## config.mk

```make
export PLATFORM = sky130hd
export DESIGN_NAME = srq_status
export DESIGN_NICKNAME = d
export VERILOG_FILES = /design/src/core/srq_pkg.sv /design/src/core/srq_status.sv
export VERILOG_INCLUDE_DIRS = /design/src /design/src/core
export SDC_FILE = /design/constraint.sdc
export NUM_CORES = 1
export LEC_CHECK = 0
export ABC_AREA = 1
export BUFFER_PORTS_ARGS = -buffer_cell sky130_fd_sc_hd__buf_2
export CAP_MARGIN = 15
export CORE_MARGIN = 2
export CORE_UTILIZATION = 66
export CTS_BUF_LIST = sky130_fd_sc_hd__clkbuf_8
export DETAILED_ROUTE_END_ITERATION = 12
export GPL_TIMING_DRIVEN = 0
export PLACE_DENSITY_LB_ADDON = 0.3
export SETUP_SLACK_MARGIN = 0.15
export SYNTH_ARGS = -nofsm -noshare
export SYNTH_HDL_FRONTEND = slang
export SYNTH_SLANG_ARGS = --single-unit
```

## constraint.sdc

```tcl
create_clock -name clock -period 2.8 [get_ports clock]
set_input_delay 0.14 -clock clock [delete_from_list [all_inputs] [get_ports clock]]
set_output_delay 0.14 -clock clock [all_outputs]
set_load 0.005 [all_outputs]
```

## src/core/srq_defines.svh

```systemverilog
`ifndef SRQ_DEFINES_SVH
`define SRQ_DEFINES_SVH
`define SRQ_W 8
`define SRQ_SLOTS 10
`define SRQ_SLOT_MAX 4'h9
`define SRQ_CFG_W 32
`define SRQ_STB_LOCAL 0
`define SRQ_STB_ERRQ 2
`define SRQ_STB_QUESTIONABLE_SUMMARY 3
`define SRQ_STB_MAV 4
`define SRQ_STB_ESB 5
`define SRQ_STB_RQS 6
`define SRQ_ESR_OPC 0
`define SRQ_ESR_QYE 2
`define SRQ_ESR_EXE 4
`define SRQ_ESR_CME 5
`define SRQ_ESR_PON 7
`define SRQ_ESR_USED 8'hb5
`define SRQ_STB_SRQ_MASK 8'hbf
`define SRQ_ZERO8 8'h00
`define SRQ_ESE_RST 8'h00
`define SRQ_SRE_RST 8'h00
`define SRQ_ESR_RST 8'h80
`define SRQ_ERRQ_MAX 4'hf
`endif

```

## src/core/srq_pkg.sv

```systemverilog
package srq_pkg;
	typedef enum logic {
		srq_syn_scpi,
		srq_syn_native
	} srq_syntax_t;
	typedef enum logic [1:0] {
		srq_trig_immediate,
		srq_trig_bus,
		srq_trig_external
	} srq_trig_src_t;
endpackage : srq_pkg

```

## src/core/srq_status.sv

```systemverilog
`timescale 1ns/10ps
`default_nettype none
`include "srq_defines.svh"
// Function
// - Recall command loads configuration from slot 0 to 9.
// - Save command stores present configuration into slot 0 to 9.
// - Bus trigger acts only when trigger source is bus.
// - Two commands switch syntax between SCPI and native.
// - Summary bits set when enabled lower-level condition present.
// - Enable mask AND status byte, ORed, gives bit 6 and request.
// - Host writes and reads request mask, reads status byte.
// - Status bit 0 set when local key pressed under remote.
// - Status bits 1 and 7 always read zero.
// - Status bit 2 set when language error is recorded.
// - Status bit 3 set on questionable condition.
// - Status bit 4 set while a response waits in output queue.
// - Event flags AND enable mask, ORed, set status bit 5.
// - Host writes and reads event mask, reads event flags.
// - Event bit 0 set when pending operations complete.
// - Event bits 1, 3 and 6 always read zero.
// - Event bit 2 set on query error.
// - Event bit 4 set on execution error.
// - Event bit 5 set on invalid bus command.
// - Event bit 7 set after power cycle.
// - Clear-status clears event flags and empties error queue, except for an event set or an error pushed in the same cycle.
module srq_status (
	input wire logic clock,
	input wire logic resetn,
	input wire logic ese_write,
	input wire logic [7:0] ese_wdata,
	input wire logic sre_write,
	input wire logic [7:0] sre_wdata,
	input wire logic esr_read,
	input wire logic clear_status,
	input wire logic opc_done,
	input wire logic query_error,
	input wire logic exec_error,
	input wire logic command_error,
	input wire logic error_push,
	input wire logic error_pop,
	input wire logic local_key,
	input wire logic remote_mode,
	input wire logic questionable_summary,
	input wire logic msg_available,
	input wire logic save_cmd,
	input wire logic recall_cmd,
	input wire logic [3:0] slot,
	input wire logic [31:0] cfg_in,
	input wire logic trig_cmd,
	input wire logic [1:0] trig_source,
	input wire logic syntax_scpi_cmd,
	input wire logic syntax_native_cmd,
	output logic [7:0] summary_status_byte,
	output logic [7:0] standard_event_flags,
	output logic [7:0] ese_readback,
	output logic [7:0] sre_readback,
	output logic service_request,
	output logic [31:0] cfg_out,
	output logic cfg_load,
	output logic trig_fire,
	output logic syntax_native,
	output logic [3:0] error_count
);
	logic [7:0] ese_reg;
	logic [7:0] sre_reg;
	logic [7:0] esr_reg;
	logic [7:0] esr_next;
	logic local_reg;
	logic [3:0] errq_reg;
	logic [`SRQ_CFG_W-1:0] slot_mem [`SRQ_SLOTS];
	srq_pkg::srq_syntax_t syntax_reg;
	wire slot_ok = slot <= `SRQ_SLOT_MAX;
	wire do_save = save_cmd && slot_ok;
	wire do_recall = recall_cmd && slot_ok;
	wire bus_src = trig_source == 2'(srq_pkg::srq_trig_bus);
	wire [7:0] esr_set;
	wire esb;
	wire [7:0] stb_low;
	wire rqs;
	wire [7:0] stb_full;
	wire errq_push = error_push && errq_reg != `SRQ_ERRQ_MAX;
	wire errq_pop = error_pop && errq_reg != 4'h0;
	// Event sources, unused positions stay zero
	assign esr_set = {1'b0, 1'b0, command_error, exec_error, 1'b0,
		query_error, 1'b0, opc_done};
	// Set wins over a coincident clear so no event is lost
	assign esr_next = ((clear_status ? `SRQ_ZERO8 : esr_reg) | esr_set)
		& `SRQ_ESR_USED;
	assign esb = |(esr_reg & ese_reg);
	assign stb_low = {1'b0, 1'b0, esb, msg_available,
		questionable_summary, errq_reg != 4'h0, 1'b0,
		local_reg};
	assign rqs = |(stb_low & sre_reg & `SRQ_STB_SRQ_MASK);
	assign stb_full = stb_low | {1'b0, rqs, 6'h00};
	always_ff @(posedge clock or negedge resetn) begin
		if (!resetn) begin
			// Power-up leaves the power-on flag raised
			esr_reg <= `SRQ_ESR_RST;
			ese_reg <= `SRQ_ESE_RST;
			sre_reg <= `SRQ_SRE_RST;
		end else begin
			// Reading the event flags clears them, unless an event is set in the same cycle
			esr_reg <= (esr_read && !(|esr_set)) ? `SRQ_ZERO8 : esr_next;
			if (ese_write) begin
				ese_reg <= ese_wdata;
			end
			if (sre_write) begin
				sre_reg <= sre_wdata;
			end
		end
	end
	always_ff @(posedge clock or negedge resetn) begin
		if (!resetn) begin
			local_reg <= 1'b0;
			errq_reg <= 4'h0;
		end else begin
			if (local_key && remote_mode) begin
				local_reg <= 1'b1;
			end else if (clear_status) begin
				local_reg <= 1'b0;
			end
			if (clear_status && !error_push) begin
				errq_reg <= 4'h0;
			end else if (clear_status) begin
				errq_reg <= 4'h1;
			end else if (errq_push && !errq_pop) begin
				errq_reg <= errq_reg + 4'h1;
			end else if (errq_pop && !errq_push) begin
				errq_reg <= errq_reg - 4'h1;
			end
		end
	end
	always_ff @(posedge clock) begin
		if (do_save) begin
			slot_mem[slot] <= cfg_in;
		end
	end
	always_ff @(posedge clock or negedge resetn) begin
		if (!resetn) begin
			cfg_out <= 32'h00000000;
			cfg_load <= 1'b0;
			trig_fire <= 1'b0;
			syntax_reg <= srq_pkg::srq_syn_scpi;
		end else begin
			cfg_load <= do_recall;
			if (do_recall) begin
				cfg_out <= slot_mem[slot];
			end
			trig_fire <= trig_cmd && bus_src;
			if (syntax_scpi_cmd) begin
				syntax_reg <= srq_pkg::srq_syn_scpi;
			end else if (syntax_native_cmd) begin
				syntax_reg <= srq_pkg::srq_syn_native;
			end
		end
	end
	// Outputs registered, so they trail the state by one cycle
	always_ff @(posedge clock or negedge resetn) begin
		if (!resetn) begin
			summary_status_byte <= `SRQ_ZERO8;
			standard_event_flags <= `SRQ_ZERO8;
			ese_readback <= `SRQ_ZERO8;
			sre_readback <= `SRQ_ZERO8;
			service_request <= 1'b0;
			syntax_native <= 1'b0;
			error_count <= 4'h0;
		end else begin
			summary_status_byte <= stb_full;
			standard_event_flags <= esr_reg;
			ese_readback <= ese_reg;
			sre_readback <= sre_reg;
			service_request <= rqs;
			syntax_native <= syntax_reg == srq_pkg::srq_syn_native;
			error_count <= errq_reg;
		end
	end
endmodule : srq_status
`default_nettype wire

```

==> reports/results.ini <==
[setup_path]
end_kind = register
cp.required_ps = 3250
worstSetupPathType = register to register
reg2regPathDepth = 12
arrival_ps = 2760
start_kind = register
rrSetupSlack_ps = 490
r2r_end = errq_reg[3]$_DFFE_PN0P_
path_max_fanout = 5
r2r_start = errq_reg[3]$_DFFE_PN0P_

[route]
drtIter0Drc = 1608
via_per_inst = 5.72
drt_wl_total_um = 43500
post-route-drc-count = 2
drt_first_pass_iters = 10
wire_per_inst_um = 20.1
ant_nets = 0
vias = 12400

[place]
placed_area_um2 = 18100
dp_hpwl_um = 25800
place_congestion = 0.825
numPortBuffers = 137

[timing]
final.setup.tns_ps = 0
finalHoldViolations = 0
post-route-period-util = 0.826
finalCriticalPeriod_ps = 2310
whs_ps = 51.9
setup_viol = 0
clock.fmax_ghz = 0.432
slew_violations = 0
max_slew_margin = 0.435
fin_skew_ps = 19.3
rsz0062_at_grt = false
worst_pin_slew_ps = 843

[grt]
overflow = 0
grt_start_max_net_pins = 65
grt_usage = 0.337
grt_pass1_wl_um = 66500
antenna_found_initial = 1
grt_pass1_vias = 12600

[final_layout]
nNetsFinal = 1874
synthToLayoutAreaGrowth_pct = 20.8
multi_input_area_um2 = 4060
layout_common_cells = nand2_1, edfxtp_1, buf_2
finalInstanceArea_um2 = 20000
final_common_cell = nand2_1
reg.largest.list = slot_mem: 320 flops, cfg_out: 32 flops
largest-register = slot_mem
regArea_um2 = 11900
fillers = 1305
drive_gt1_frac = 0.186
largest_register_ffs = 320

[clocking]
post_cts_buffers = 0
clkTransAtPathRegs_ps = 60
htreeDepth = 3
cts-buffers-inserted = 66
clk_latency_ps = 580
clockBufferDepth = 3
holdBufCountCts = 66
cts.repair.resized = 0
cts-root-buf = clkbuf_8
clkSinkCount = 413
cts_tree = done

[yosys]
ys_ff_latch = 413
avgSynthCellArea_um2 = 11.1
syn_area_um2 = 16500
yosysSeqAreaShare = 0.722
synthDistinctLibCells = 30
synthesis.instances = 1496
synth_warnings = 0

[run_status]
outcome = finished, violations left
violations = design-rule violations

[power]
vdd_drop_max_mv = 0.609
p_leak_nw = 8.71
power.density_nw_per_um2 = 662

[floorplan]
die_w_um = 162
ios = 147
start_util = 0.676
dieArea_um2 = 26300
die_y_um = 162
num_rows = 57
coreArea_um2 = 24500

[min_path]
min_path_type = input pin to async pin

[run]
cap_violations = 0

[cell families (layout without fill, tap and decap cells)]
family	Yosys count	after routing	synth area share
and+or+nand+nor	886	886	0.209
DFF	413	413	0.722
buffers and inverters	126	471	0.0375
AOI/OAI and AO/OA	49	49	0.0159
muxes	15	15	0.0102
adders and majority gates	4	4	0.00348
xor gates and xnor gates	2	2	0.00106
other	1	6	0.000227
[how the worst max path moves through the flow]
stage                       startpoint                        end  slack, ps  cells after the start
2_1_floorplan                  slot[3]   slot_mem[2][0]$_DFFE_PP_       -690                      5
3_3_place_gp                   slot[3]  slot_mem[0][15]$_DFFE_PP_      -3210                      5
3_5_place_dp                   slot[3]  slot_mem[3][16]$_DFFE_PP_        170                      7
4_1_cts                        slot[3]  slot_mem[3][12]$_DFFE_PP_        680                      7
5_1_grt        errq_reg[1]$_DFFE_PN0P_    errq_reg[0]$_DFFE_PN0P_        400                      9
6_report       errq_reg[3]$_DFFE_PN0P_    errq_reg[3]$_DFFE_PN0P_        490                     12
[synthesized netlist by cell type]
| library cell | number | area [um^2] |
|---|---|---|
| nand2_1 | 698 | 2620 |
| edfxtp_1 | 320 | 9610 |
| nor2_1 | 112 | 420 |
| dfrtp_1 | 92 | 2300 |
| inv_1 | 51 | 191 |
| o21ai_0 | 38 | 190 |
| nand3_1 | 35 | 175 |
| buf_2 | 32 | 160 |
| clkbuf_1 | 18 | 67.6 |
| or2_2 | 18 | 113 |
| buf_4 | 16 | 120 |
| mux2_2 | 15 | 169 |
| or2_1 | 14 | 87.6 |
| nor3_1 | 7 | 35.0 |
| a21oi_1 | 6 | 30.0 |
| buf_6 | 6 | 67.6 |
| ha_1 | 3 | 37.5 |
| a22o_1 | 2 | 17.5 |
| xor2_1 | 2 | 17.5 |
| a41oi_1 | 1 | 8.76 |
| buf_1 | 1 | 3.75 |
| conb_1 | 1 | 3.75 |
| dfstp_2 | 1 | 26.3 |
| fa_1 | 1 | 20.0 |
| inv_2 | 1 | 3.75 |
| inv_4 | 1 | 6.26 |
| nand2_2 | 1 | 6.26 |
| nor2_2 | 1 | 6.26 |
| o211ai_1 | 1 | 7.51 |
| o21ai_2 | 1 | 8.76 |
[worst max-delay path, stage by stage (launching register included)]
cell     delay (ps)
dfrtp_1         450
nor2_1          160
nand3_1         150
nand2_1         120
ha_1            250
inv_1           100
ha_1            320
nand2_1          80
nand2_1          80
nor2_1          200
a21oi_1         120
o21ai_0          90
nand2_1          70
[power by group]
group	switching [mW]	internal, mW	total, mW
registers	0.128	6.89	7.02
clock network	2.29	2.53	4.82
logic	0.851	0.525	1.38
total	3.27	9.94	13.2
[stage by stage]
stage / power, mW / util / cells / worst slack, ps
after global routing: 13.6 / 0.816 / 2170 / 396
after global placement: 8.24 / 0.721 / 1961 / -3210
after CTS: 13.1 / 0.816 / 2169 / 678
after detailed placement: 8.34 / 0.739 / 1985 / 166
after floorplan: 7.78 / - / 1500 / -687
final: 13.2 / 0.816 / 2170 / 487
[layout make-up]
type                            count  area share
Clock buffer                       75      0.0517
Sequential cell                   413       0.598
Antenna cell                        1    0.000125
Multi-Input combinational cell    961       0.203
Buffer                             73      0.0210
Timing Repair Buffer              227      0.0860
Clock inverter                     43     0.00971
Tap cell                          324      0.0203
Inverter                           53      0.0101
[layer usage]
| layer | share of wire | global-route usage | wire length, um |
|---|---|---|---|
| met1 | 0.35 | 0.419 | 15100 |
| met2 | 0.50 | 0.572 | 21800 |
| met3 | 0.11 | 0.0638 | 4680 |
| met4 | 0.045 | 0.169 | 1960 |
| met5 | 0 | 0 | 0 |
Power figures use the tool's default switching activity.
